==> config.mk <==
export PLATFORM = sky130hd
export DESIGN_NAME = txfth_core
export DESIGN_NICKNAME = d
export VERILOG_FILES = /design/src/common/txfth_pkg.sv /design/src/core/txfth_core.sv
export SDC_FILE = /design/constraint.sdc
export NUM_CORES = 1
export LEC_CHECK = 0
export ABC_AREA = 1
export BUFFER_PORTS_ARGS = -buffer_cell sky130_fd_sc_hd__buf_2
export CAP_MARGIN = 20
export CORE_AREA = 5 5 204 403
export DETAILED_ROUTE_END_ITERATION = 6
export DIE_AREA = 0 0 209 408
export HOLD_SLACK_MARGIN = 0.15
export PLACE_DENSITY_LB_ADDON = 0.2
export SLEW_MARGIN = 20
export SYNTH_ARGS = -nofsm -noshare
export SYNTH_HDL_FRONTEND = slang
export SYNTH_SLANG_ARGS = --single-unit
==> constraint.sdc <==
create_clock -name CLK -period 6.35 [get_ports CLK]
set_clock_uncertainty 0.15 [all_clocks]
set_input_delay 1.27 -clock CLK [delete_from_list [all_inputs] [get_ports CLK]]
set_output_delay 1.27 -clock CLK [all_outputs]
set_load 0.005 [all_outputs]
==> src/common/txfth_pkg.sv <==
// constants and carrier types of the transmit fifo threshold block
// assumes a single core clock; all users write txfth_pkg::name
package txfth_pkg;

  // ----------------------------------------------------------------
  // fifo geometry
  // ----------------------------------------------------------------
  localparam int unsigned DEPTH      = 64;
  localparam int unsigned PTR_W      = 6;
  localparam int unsigned CNT_W      = 7;
  localparam int unsigned DATA_W     = 8;
  localparam int unsigned SKID_DEPTH = 2;

  localparam logic [CNT_W-1:0] CNT_DEPTH = 7'h40;
  localparam logic [CNT_W-1:0] CNT_ZERO  = 7'h00;

  // ----------------------------------------------------------------
  // trigger select, counted in empty locations
  // ----------------------------------------------------------------
  localparam int unsigned TRIG_SEL_LSB = 4;
  localparam int unsigned TRIG_SEL_MSB = 5;
  localparam logic [CNT_W-1:0] TRIG_LVL_0 = 7'h08;
  localparam logic [CNT_W-1:0] TRIG_LVL_1 = 7'h10;
  localparam logic [CNT_W-1:0] TRIG_LVL_2 = 7'h20;
  localparam logic [CNT_W-1:0] TRIG_LVL_3 = 7'h38;

  // ----------------------------------------------------------------
  // interrupt identification and hysteresis
  // ----------------------------------------------------------------
  localparam int unsigned      ID_W        = 5;
  localparam logic [ID_W-1:0]  ID_NONE     = 5'h01;
  localparam logic [ID_W-1:0]  ID_THR_EMPTY = 5'h02;
  localparam logic [1:0]       HYST_WRITES = 2'h2;

  // ----------------------------------------------------------------
  // carriers
  // ----------------------------------------------------------------
  typedef struct packed {
    logic              valid;
    logic [DATA_W-1:0] data;
  } txfth_beat_t;

  typedef struct packed {
    logic       thresh_en;
    logic [1:0] trig_sel;
  } txfth_ctrl_t;

endpackage : txfth_pkg

==> src/core/txfth_core.sv <==
// transmit and receive fifos with transmit threshold interrupt and dma request
// assumes host, dma and transmitter logic run on CLK; no synchronisers needed
`timescale 1ns/1ps
`default_nettype none

// Contract
// - sixty-four byte transmit and receive fifos
// - two-bit field picks one of four levels
// - empty count reaching level raises interrupt
// - no new threshold interrupt before two writes
// - dma request when empty count exceeds level
// - dma request drops only when fifo full
// - interrupt held until write or ident read
// - ident read drops interrupt, no empty re-raise
// - write services; later drain-empty raises again
// - transmit fifo reset raises interrupt
// - five-bit interrupt source identifier reported
module txfth_core (
  input  wire logic                          CLK,
  input  wire logic                          RST,
  input  wire txfth_pkg::txfth_ctrl_t        FIFO_CTRL,
  input  wire logic                          TX_FIFO_RESET,
  input  wire logic                          IDENT_READ,
  input  wire txfth_pkg::txfth_beat_t        HOLD_WR,
  output logic                               HOLD_WR_READY,
  output txfth_pkg::txfth_beat_t             TX_OUT,
  input  wire logic                          TX_OUT_READY,
  input  wire txfth_pkg::txfth_beat_t        RX_IN,
  output logic                               RX_IN_READY,
  output txfth_pkg::txfth_beat_t             RX_OUT,
  input  wire logic                          RX_OUT_READY,
  output logic [txfth_pkg::CNT_W-1:0]        TX_EMPTY_COUNT,
  output logic                               TX_DMA_REQUEST,
  output logic                               INTERRUPT_OUT,
  output logic [txfth_pkg::ID_W-1:0]         INT_IDENT
);

  // ----------------------------------------------------------------
  // helpers
  // ----------------------------------------------------------------
  function automatic logic [txfth_pkg::CNT_W-1:0] cnt_step(
    input logic [txfth_pkg::CNT_W-1:0] cnt,
    input logic                        inc,
    input logic                        dec
  );
    logic [txfth_pkg::CNT_W-1:0] r;
    r = cnt;
    if (inc && !dec) begin
      r = cnt + 7'h01;
    end else if (dec && !inc) begin
      r = cnt - 7'h01;
    end
    return r;
  endfunction : cnt_step

  function automatic logic [txfth_pkg::CNT_W-1:0] trig_level(
    input txfth_pkg::txfth_ctrl_t ctrl
  );
    logic [txfth_pkg::CNT_W-1:0] r;
    r = txfth_pkg::CNT_DEPTH;
    if (ctrl.thresh_en) begin
      case (ctrl.trig_sel)
        2'h0: r = txfth_pkg::TRIG_LVL_0;
        2'h1: r = txfth_pkg::TRIG_LVL_1;
        2'h2: r = txfth_pkg::TRIG_LVL_2;
        default: r = txfth_pkg::TRIG_LVL_3;
      endcase
    end
    return r;
  endfunction : trig_level

  // ----------------------------------------------------------------
  // transmit fifo storage
  // ----------------------------------------------------------------
  logic [txfth_pkg::DATA_W-1:0] tx_mem [txfth_pkg::DEPTH];
  logic [txfth_pkg::PTR_W-1:0]  tx_wp_reg;
  logic [txfth_pkg::PTR_W-1:0]  tx_rp_reg;
  logic [txfth_pkg::CNT_W-1:0]  tx_cnt_reg;
  logic [txfth_pkg::CNT_W-1:0]  tx_cnt_next;
  logic                         tx_push;
  logic                         tx_pop;
  logic                         skid_take;

  assign tx_push     = HOLD_WR.valid && HOLD_WR_READY;
  assign tx_pop      = (tx_cnt_reg != txfth_pkg::CNT_ZERO) && skid_take;
  assign tx_cnt_next = cnt_step(tx_cnt_reg, tx_push, tx_pop);

  always_ff @(posedge CLK) begin
    if (tx_push) begin
      tx_mem[tx_wp_reg] <= HOLD_WR.data;
    end
  end

  always_ff @(posedge CLK) begin
    if (RST || TX_FIFO_RESET) begin
      tx_wp_reg  <= 6'h00;
      tx_rp_reg  <= 6'h00;
      tx_cnt_reg <= txfth_pkg::CNT_ZERO;
    end else begin
      if (tx_push) begin
        tx_wp_reg <= tx_wp_reg + 6'h01;
      end
      if (tx_pop) begin
        tx_rp_reg <= tx_rp_reg + 6'h01;
      end
      tx_cnt_reg <= tx_cnt_next;
    end
  end

  // ready only while a location is free, counting this cycle's pop
  always_ff @(posedge CLK) begin
    if (RST || TX_FIFO_RESET) begin
      HOLD_WR_READY <= 1'b1;
    end else begin
      HOLD_WR_READY <= (tx_cnt_next != txfth_pkg::CNT_DEPTH);
    end
  end

  // empty locations, refreshed on every write and every drain
  always_ff @(posedge CLK) begin
    if (RST || TX_FIFO_RESET) begin
      TX_EMPTY_COUNT <= txfth_pkg::CNT_DEPTH;
    end else begin
      TX_EMPTY_COUNT <= txfth_pkg::CNT_DEPTH - tx_cnt_next;
    end
  end

  // ----------------------------------------------------------------
  // two-entry buffer toward the transmitter
  // ----------------------------------------------------------------
  logic [txfth_pkg::DATA_W-1:0] skid_data_reg [txfth_pkg::SKID_DEPTH];
  logic [1:0]                   skid_cnt_reg;
  logic                         skid_wp_reg;
  logic                         skid_rp_reg;
  logic                         skid_out;

  assign skid_take = (skid_cnt_reg != 2'h2);
  assign skid_out  = TX_OUT.valid && TX_OUT_READY;

  always_ff @(posedge CLK) begin
    if (tx_pop) begin
      skid_data_reg[skid_wp_reg] <= tx_mem[tx_rp_reg];
    end
  end

  always_ff @(posedge CLK) begin
    if (RST || TX_FIFO_RESET) begin
      skid_cnt_reg <= 2'h0;
      skid_wp_reg  <= 1'b0;
      skid_rp_reg  <= 1'b0;
    end else begin
      if (tx_pop) begin
        skid_wp_reg <= ~skid_wp_reg;
      end
      if (skid_out) begin
        skid_rp_reg <= ~skid_rp_reg;
      end
      if (tx_pop && !skid_out) begin
        skid_cnt_reg <= skid_cnt_reg + 2'h1;
      end else if (skid_out && !tx_pop) begin
        skid_cnt_reg <= skid_cnt_reg - 2'h1;
      end
    end
  end

  // output word held in its own flop so the port stays registered
  always_ff @(posedge CLK) begin
    if (RST || TX_FIFO_RESET) begin
      TX_OUT <= '0;
    end else if (!TX_OUT.valid || TX_OUT_READY) begin
      if (skid_cnt_reg != 2'h0 && !(skid_out && skid_cnt_reg == 2'h1)) begin
        TX_OUT.valid <= 1'b1;
        TX_OUT.data  <= skid_out ? skid_data_reg[~skid_rp_reg] : skid_data_reg[skid_rp_reg];
      end else begin
        TX_OUT.valid <= 1'b0;
      end
    end
  end

  // ----------------------------------------------------------------
  // threshold events
  // ----------------------------------------------------------------
  logic [txfth_pkg::CNT_W-1:0] level;
  logic                        at_level;
  logic                        at_level_reg;
  logic                        empty_now;
  logic                        empty_reg;
  logic                        reach_evt;
  logic                        empty_evt;

  assign level     = trig_level(FIFO_CTRL);
  assign at_level  = TX_EMPTY_COUNT >= level;
  assign empty_now = TX_EMPTY_COUNT == txfth_pkg::CNT_DEPTH;
  assign reach_evt = at_level && !at_level_reg;
  assign empty_evt = empty_now && !empty_reg;

  always_ff @(posedge CLK) begin
    if (RST) begin
      at_level_reg <= 1'b1;
      empty_reg    <= 1'b1;
    end else begin
      at_level_reg <= at_level;
      empty_reg    <= empty_now;
    end
  end

  // ----------------------------------------------------------------
  // interrupt state
  // ----------------------------------------------------------------
  logic [1:0] wr_since_reg;
  logic       armed;
  logic       rearm_reg;
  logic       int_set;
  logic       int_clr;
  logic       pend_reg;

  assign armed   = (wr_since_reg == txfth_pkg::HYST_WRITES);
  assign int_set = TX_FIFO_RESET
                || (reach_evt && armed)
                || (empty_evt && rearm_reg);
  assign int_clr = tx_push || IDENT_READ;

  // writes counted since the last raise; saturates at the hysteresis
  always_ff @(posedge CLK) begin
    if (RST) begin
      wr_since_reg <= txfth_pkg::HYST_WRITES;
    end else if (int_set) begin
      wr_since_reg <= 2'h0;
    end else if (tx_push && !armed) begin
      wr_since_reg <= wr_since_reg + 2'h1;
    end
  end

  // a write completes the service and arms the drain-empty raise
  always_ff @(posedge CLK) begin
    if (RST) begin
      rearm_reg <= 1'b0;
    end else if (int_set) begin
      rearm_reg <= 1'b0;
    end else if (tx_push) begin
      rearm_reg <= 1'b1;
    end
  end

  // set wins over clear in the same cycle; an ident read alone
  // leaves rearm low so a later drain stays quiet
  always_ff @(posedge CLK) begin
    if (RST) begin
      pend_reg <= 1'b0;
    end else begin
      pend_reg <= int_set || (pend_reg && !int_clr);
    end
  end

  always_ff @(posedge CLK) begin
    if (RST) begin
      INTERRUPT_OUT <= 1'b0;
      INT_IDENT     <= txfth_pkg::ID_NONE;
    end else begin
      INTERRUPT_OUT <= int_set || (pend_reg && !int_clr);
      INT_IDENT     <= (int_set || (pend_reg && !int_clr))
                       ? txfth_pkg::ID_THR_EMPTY : txfth_pkg::ID_NONE;
    end
  end

  // ----------------------------------------------------------------
  // dma request, independent of the hysteresis
  // ----------------------------------------------------------------
  always_ff @(posedge CLK) begin
    if (RST) begin
      TX_DMA_REQUEST <= 1'b0;
    end else if (tx_cnt_next == txfth_pkg::CNT_DEPTH) begin
      TX_DMA_REQUEST <= 1'b0;
    end else if ((txfth_pkg::CNT_DEPTH - tx_cnt_next) > level) begin
      TX_DMA_REQUEST <= 1'b1;
    end
  end

  // ----------------------------------------------------------------
  // receive fifo
  // ----------------------------------------------------------------
  logic [txfth_pkg::DATA_W-1:0] rx_mem [txfth_pkg::DEPTH];
  logic [txfth_pkg::PTR_W-1:0]  rx_wp_reg;
  logic [txfth_pkg::PTR_W-1:0]  rx_rp_reg;
  logic [txfth_pkg::CNT_W-1:0]  rx_cnt_reg;
  logic [txfth_pkg::CNT_W-1:0]  rx_cnt_next;
  logic                         rx_push;
  logic                         rx_pop;

  assign rx_push     = RX_IN.valid && RX_IN_READY;
  assign rx_pop      = (rx_cnt_reg != txfth_pkg::CNT_ZERO)
                    && (!RX_OUT.valid || RX_OUT_READY);
  assign rx_cnt_next = cnt_step(rx_cnt_reg, rx_push, rx_pop);

  always_ff @(posedge CLK) begin
    if (rx_push) begin
      rx_mem[rx_wp_reg] <= RX_IN.data;
    end
  end

  always_ff @(posedge CLK) begin
    if (RST) begin
      rx_wp_reg   <= 6'h00;
      rx_rp_reg   <= 6'h00;
      rx_cnt_reg  <= txfth_pkg::CNT_ZERO;
      RX_IN_READY <= 1'b1;
    end else begin
      if (rx_push) begin
        rx_wp_reg <= rx_wp_reg + 6'h01;
      end
      if (rx_pop) begin
        rx_rp_reg <= rx_rp_reg + 6'h01;
      end
      rx_cnt_reg  <= rx_cnt_next;
      RX_IN_READY <= (rx_cnt_next != txfth_pkg::CNT_DEPTH);
    end
  end

  always_ff @(posedge CLK) begin
    if (RST) begin
      RX_OUT <= '0;
    end else if (rx_pop) begin
      RX_OUT.valid <= 1'b1;
      RX_OUT.data  <= rx_mem[rx_rp_reg];
    end else if (RX_OUT_READY) begin
      RX_OUT.valid <= 1'b0;
    end
  end

endmodule : txfth_core

`default_nettype wire

# Word-level counts from Yosys, hierarchy flattened
# Memory sizes are Yosys's and may differ from the RTL's. A register that Yosys moved wholly into a read port is not among the register bits.
# Index checks and enable logic that the tools add are counted.
dict set report classes {
  n_lt_le_gt_ge 2
  n_bitwise 2
  muxes 25
  n_addsub 12
  n_eq_ne 9
  n_reduce_logical 48
}
# op n
set op_table {}
lappend op_table {{two-way mux 7 bit} 5}
lappend op_table {{adder 6 x 1 -> 6 bit (second input constant)} 4}
lappend op_table {{logical AND 1 bit} 19}
lappend op_table {{one-hot mux 6 bit (3 select lines)} 1}
lappend op_table {{adder 7 x 1 -> 7 bit (second input constant)} 2}
lappend op_table {{equality test 7 bit (second input constant)} 2}
lappend op_table {{!= test 7 bit (second input constant)} 2}
lappend op_table {{nonzero test 7 bit} 2}
lappend op_table {{subtractor 7 x 1 -> 7 bit (second input constant)} 2}
lappend op_table {{logical NOT 1 bit} 12}
lappend op_table {{two-way mux 6 bit} 2}
lappend op_table {{two-way mux 1 bit} 11}
lappend op_table {{two-way mux 2 bit} 5}
lappend op_table {{two-way mux 8 bit} 1}
lappend op_table {{nonzero test 2 bit} 4}
lappend op_table {{greater-or-equal comparator 7 bit} 1}
lappend op_table {{greater-than comparator 7 bit} 1}
lappend op_table {{logical OR 1 bit} 7}
lappend op_table {{subtractor 7 bit (first input constant)} 1}
lappend op_table {{adder 2 x 1 -> 2 bit (second input constant)} 2}
lappend op_table {{equality test 2 x 1 -> 1 bit (second input constant)} 2}
lappend op_table {{equality test 2 bit (second input constant)} 2}
lappend op_table {{OR reduction 2 bit} 2}
lappend op_table {{logical NOT 2 bit} 1}
lappend op_table {{4 further kinds} 5}
dict set report totals {
  wordCells 124
  ff_bits 73
  mem_bits_rw 1040
  mem_count 3
}
# memory depth width read_ports rd_clocked_by_memory_dff wr line_no
set memory_table {}
lappend memory_table {rx_mem 64 8 1 1 1 txfth_core.sv:282} ;# logic [txfth_pkg::DATA_W-1:0] rx_mem [txfth_pkg::DEPTH];
lappend memory_table {tx_mem 64 8 1 1 1 txfth_core.sv:75} ;# logic [txfth_pkg::DATA_W-1:0] tx_mem [txfth_pkg::DEPTH];
lappend memory_table {skid_data_reg 2 8 2 1 1 txfth_core.sv:131} ;# logic [txfth_pkg::DATA_W-1:0] skid_data_reg [txfth_pkg::SKID_DEPTH];

# Logic depth before layout (Yosys ltp)
dict set report logic_depth {
  ltp_word 10
  ltp_mapped 25
}

# Worst setup path before layout
# Ideal clock, no wire load.
dict set report synth_path {
  kind {input port to flip-flop}
  from {input HOLD_WR[8] (netlist bit)}
  to {register TX_DMA_REQUEST}
  required_ns 6.084
  arrival_ns 3.168
  slack_ns 2.917
  stages 20
  cell_sequence {nand2_1 > inv_1 > nand2_4 > nand2_2 > nor2_1 > nor2_4 > ha_1 > nand3_1 > nor2_2 > nand3_1 > nand2_1 > inv_1 > ha_1 > nand2_1 > inv_1 > nand3_1 > nor2_1 > nand2_1 > nand2_1 > a21oi_1}
}
dict set report synth_via {
  elab_chain_len 7
  elab_cells_between_ends 10
}
# element line_no
set synth_lines {}
lappend synth_lines {{start, declared} txfth_core.sv:24} ;# input wire txfth_pkg::txfth_beat_t HOLD_WR,
lappend synth_lines {{logical AND 1 bit (*)} txfth_core.sv:84} ;# assign tx_push = HOLD_WR.valid && HOLD_WR_READY;
lappend synth_lines {{logical NOT 1 bit} txfth_core.sv:50} ;# end else if (dec && !inc) begin
lappend synth_lines {{logical AND 1 bit} txfth_core.sv:50}
lappend synth_lines {{two-way mux 7 bit} txfth_core.sv:50}
lappend synth_lines {{two-way mux 7 bit (*)} txfth_core.sv:48} ;# if (inc && !dec) begin
lappend synth_lines {{subtractor 7 bit / equality test 7 bit (equally long branches)} {txfth_core.sv:274, txfth_core.sv:272}}
lappend synth_lines {{greater-than comparator 7 bit / OR reduction 2 bit (equally long branches)} --}
lappend synth_lines {{end signal, assigned} txfth_core.sv:271} ;# TX_DMA_REQUEST <= 1'b0;
lappend synth_lines {{end signal, assigned} txfth_core.sv:273} ;# TX_DMA_REQUEST <= 1'b0;
lappend synth_lines {{end signal, assigned} txfth_core.sv:275} ;# TX_DMA_REQUEST <= 1'b1;
lappend synth_lines {{end, declared} txfth_core.sv:33} ;# output logic TX_DMA_REQUEST,
# Every way passes the cells marked *; elsewhere a longest branch is shown, timed or not.
# A chain may end at the register's enable or synchronous reset.

==> impl_summary.log <==
[metrics] outcome: completed
[metrics] fraction of synthesized cell area in xor and xnor cells: 0.00210
[metrics] number of buffers inserted for hold repair after clock tree synthesis: 0
[metrics] number of synthesized flops with an enable pin: 1040
[metrics] transition time at the pin with the least slew margin: 1.08 ns
[metrics] Post-Synthesis Mean Instance Area: 11.8 um2
[metrics] register area share after synthesis: 0.718
[metrics] number of fill cells in the layout: 6193
[metrics] n_diodes: 0
[metrics] simple logic cell fraction of the synthesized area: 0.123
[metrics] type of element launching the critical path: flop
[metrics] total global routing track utilization: 0.262
[metrics] insertion delay to the later sink of the worst-skew pair: 0.69 ns
[metrics] fraction of registers with async set or reset after synthesis: 0
[metrics] total wire length: 114 mm
[metrics] count of instances resized after the clock tree is built: 0
[metrics] Avg WL per Cell: 23.0 um
[metrics] antenna violations before repair: 0
[metrics] area added between synthesis and finish: 8.68%
[metrics] most common flop cell mapped by yosys: sky130_fd_sc_hd__edfxtp_1
[metrics] Final Net Count: 3907
[metrics] pin count of the biggest net entering global routing: 187
[metrics] Adder-Cell Fraction of Synth Area: 0.00656
[metrics] count of boundary I/O pins: 61
[metrics] period utilization: 0.590
[metrics] number of distinct library cells after synthesis: 44
[metrics] via-per-instance ratio: 5.95
[metrics] slew margin rel.: 0.275
[metrics] remaining design rule violation count: 0
[metrics] remaining antenna violation count: 0
[metrics] critical path arrival: 3.95 ns
[metrics] number of pins with negative max-slew slack in the final report: 0
[metrics] initial DRC count: 2647
[metrics] Final setup violation count: 0
[metrics] Crit Path Category: reg2reg
[metrics] root buf cell: sky130_fd_sc_hd__clkbuf_16
[metrics] share of post-route cells with drive strength above 1: 0.0705
[metrics] H-tree lvl count: 3
[metrics] CTS buffer count: 92
[metrics] cell leakage power: 16.7 nW
[metrics] Final GP Congestion: 0.922
[metrics] number of core rows: 146
[metrics] Max Clk Rate: 267 MHz
[metrics] via count of the first global-routing pass: 28900
[metrics] data required time of the critical path: 6.55 ns
[metrics] CTS tree: done
[metrics] worst IR drop on VDD: 0.299 mV
[metrics] final HPWL from detailed placement: 71.1 mm
[metrics] dominant combinational cell family by area after synthesis: simple AND/OR/NAND/NOR gates
[metrics] post-placement setup slack: 2.12 ns
[metrics] combined area of all synthesized cells: 45800 um2
[metrics] buffer count from post-CTS setup fixing: 0
[metrics] gate count of the mapped netlist: 3897
[metrics] IO Port Bufs: 57
[metrics] power density relative to cell area: 351 nW/um2
[metrics] Max Buffers Root-to-Sink: 3
[metrics] wire length of the first global-routing pass: 170 mm
[metrics] flop and latch count out of synthesis: 1123
[metrics] minimum clock period: 3.75 ns
[metrics] Sum Neg Setup Slack: 0 ns
[metrics] capturing element type of the critical path: flop
[metrics] die span in x: 209 um
[metrics] maximum fanout along the worst path: 80
[metrics] final worst hold slack: 0.310 ns
[metrics] complex-gate fraction of the synthesized area: 0.114
[metrics] worst hold-check path type: reg2reg
[metrics] unrepaired setup endpoints after global routing: no
[metrics] clock net sink count: 1123
[metrics] Max Cap Viol: 0
[metrics] floorplan die height: 408 um
[metrics] DRT Pass-1 Iters: 6
[metrics] total count of hold-check failures in the final report: 0
[metrics] vias post-DR: 29500
[metrics] die outline area: 85300 um2
[metrics] multiplexer share of the synthesized area: 0
[metrics] Synth Warn #: 0
[metrics] final setup slack of the worst path: 2.60 ns
[metrics] final global-route overflow total: 0
[metrics] starting utilization of the core area: 0.580
[metrics] Floorplan Core Area: 78900 um2
[metrics] clock slew at reported path FFs: 0.07 ns
==> placed cells by master, fill, tap and decap left out, types with 4 or more instances in the layout <==
cell type and count:
sky130_fd_sc_hd__inv_6 4, sky130_fd_sc_hd__clkinv_1 21, sky130_fd_sc_hd__nor2_1 821, sky130_fd_sc_hd__edfxtp_1 1040, sky130_fd_sc_hd__buf_2 55, sky130_fd_sc_hd__nand3_1 158
sky130_fd_sc_hd__clkinvlp_4 11, sky130_fd_sc_hd__clkbuf_1 14, sky130_fd_sc_hd__o211ai_1 70, sky130_fd_sc_hd__nand2_1 367, sky130_fd_sc_hd__or2_2 6, sky130_fd_sc_hd__bufinv_16 12
sky130_fd_sc_hd__nor3_2 6, sky130_fd_sc_hd__nor3_1 19, sky130_fd_sc_hd__a31oi_1 10, sky130_fd_sc_hd__buf_12 5, sky130_fd_sc_hd__ha_1 24, sky130_fd_sc_hd__a21oi_1 98
sky130_fd_sc_hd__clkinv_2 12, sky130_fd_sc_hd__dfxtp_1 78, sky130_fd_sc_hd__inv_1 125, sky130_fd_sc_hd__o22ai_1 152, sky130_fd_sc_hd__xor2_1 9, sky130_fd_sc_hd__clkbuf_16 95
sky130_fd_sc_hd__nor2_2 4, sky130_fd_sc_hd__nor3b_1 5, sky130_fd_sc_hd__clkbuf_8 4, sky130_fd_sc_hd__dfxtp_4 4, sky130_fd_sc_hd__nand4_1 8, sky130_fd_sc_hd__buf_4 40
sky130_fd_sc_hd__o21ai_0 567, sky130_fd_sc_hd__o21ai_1 53
==> power by group <==
part	switching, mW	internal (mW)
Clock	2.58	3.28
Sequential	0.193	8.21
Combinational	2.28	0.917
Total	5.06	12.4
==> Yosys cell counts (3+ instances only) <==
cell type,instances,area share
sky130_fd_sc_hd__o21ai_0,567,0.062
sky130_fd_sc_hd__xor2_1,9,0.0017
sky130_fd_sc_hd__dfxtp_1,83,0.036
sky130_fd_sc_hd__o211ai_1,70,0.011
sky130_fd_sc_hd__clkinv_1,6,0.00049
sky130_fd_sc_hd__nand4_1,8,0.0011
sky130_fd_sc_hd__buf_2,61,0.0067
sky130_fd_sc_hd__o22ai_1,152,0.021
sky130_fd_sc_hd__buf_1,7,0.00057
sky130_fd_sc_hd__buf_6,14,0.0034
sky130_fd_sc_hd__clkbuf_1,135,0.011
sky130_fd_sc_hd__a31oi_1,10,0.0014
sky130_fd_sc_hd__or2_2,6,0.00082
sky130_fd_sc_hd__buf_4,20,0.0033
sky130_fd_sc_hd__a21oi_1,98,0.011
sky130_fd_sc_hd__o21ai_1,53,0.0058
sky130_fd_sc_hd__edfxtp_1,1040,0.68
sky130_fd_sc_hd__inv_1,126,0.010
sky130_fd_sc_hd__nor3_1,23,0.0025
sky130_fd_sc_hd__nor2_1,822,0.067
sky130_fd_sc_hd__nand2_1,367,0.030
sky130_fd_sc_hd__ha_1,24,0.0066
sky130_fd_sc_hd__nor3b_1,5,0.00082
sky130_fd_sc_hd__nor2_2,4,0.00055
sky130_fd_sc_hd__nand2_2,3,0.00041
sky130_fd_sc_hd__nand3_1,158,0.017
==> worst max-delay path: stages, from the launching register on <==
cell and delay [ns]:
sky130_fd_sc_hd__dfxtp_4 0.75, sky130_fd_sc_hd__clkinv_2 0.80, sky130_fd_sc_hd__buf_12 0.46, sky130_fd_sc_hd__o21ai_0 0.14, sky130_fd_sc_hd__o22ai_1 0.10, sky130_fd_sc_hd__o21ai_0 0.42
sky130_fd_sc_hd__o21ai_0 0.14, sky130_fd_sc_hd__nand3_1 0.10, sky130_fd_sc_hd__nand2_1 0.20
==> layout make-up <==
cell class                 instances  area (um2)  area share
clock inverter                    56         607      0.0122
tap                             1036        1300      0.0260
sequential                      1123       32900       0.661
clock buffer                     113        2480      0.0499
timing repair buffer             100         676      0.0136
inverter                         135         518      0.0104
multi-input combinational       2404       11300       0.227
==> per-layer routing <==
metal	track usage	share of wire
met2	0.489	0.55
met1	0.276	0.33
met5	0	0
met4	0.159	0.068
met3	0.0344	0.053
==> per-stage QoR <==
step,instance area (um2),utilization,power [mW],cells
2_1_floorplan,45800,-,10.7,3899
3_3_place_gp,46700,0.591,11.7,4798
3_5_place_dp,46700,0.591,11.7,4798
4_1_cts,49800,0.631,17.5,4967
5_1_grt,49800,0.631,18.2,4967
6_report,49800,0.631,17.5,4967
==> worst paths after layout <==
| check | to | start | slack (ns) | depth (start not counted) |
|---|---|---|---|---|
| setup / recovery | skid_data_reg[1][0] | flop | 2.60 | 8 |
| hold reg to reg | TX_DMA_REQUEST | TX_DMA_REQUEST | 0.31 | 2 |
| hold / removal | TX_DMA_REQUEST | TX_DMA_REQUEST | 0.31 | 2 |
| setup reg to reg | skid_data_reg[1][0] | flop | 2.60 | 8 |
==> logic make-up (layout without fill, tap and decap cells) <==
kind of cell / count (synthesis) / in the layout
buffers and inverters: 372 / 404
adder cells (fa/ha/maj): 24 / 24
XOR/XNOR: 11 / 11
flip-flops: 1123 / 1123
other: 1 / 3
AND/OR/NAND/NOR: 1408 / 1408
AO/OA/AOI/OAI: 958 / 958
Power figures use the tool's default switching activity.
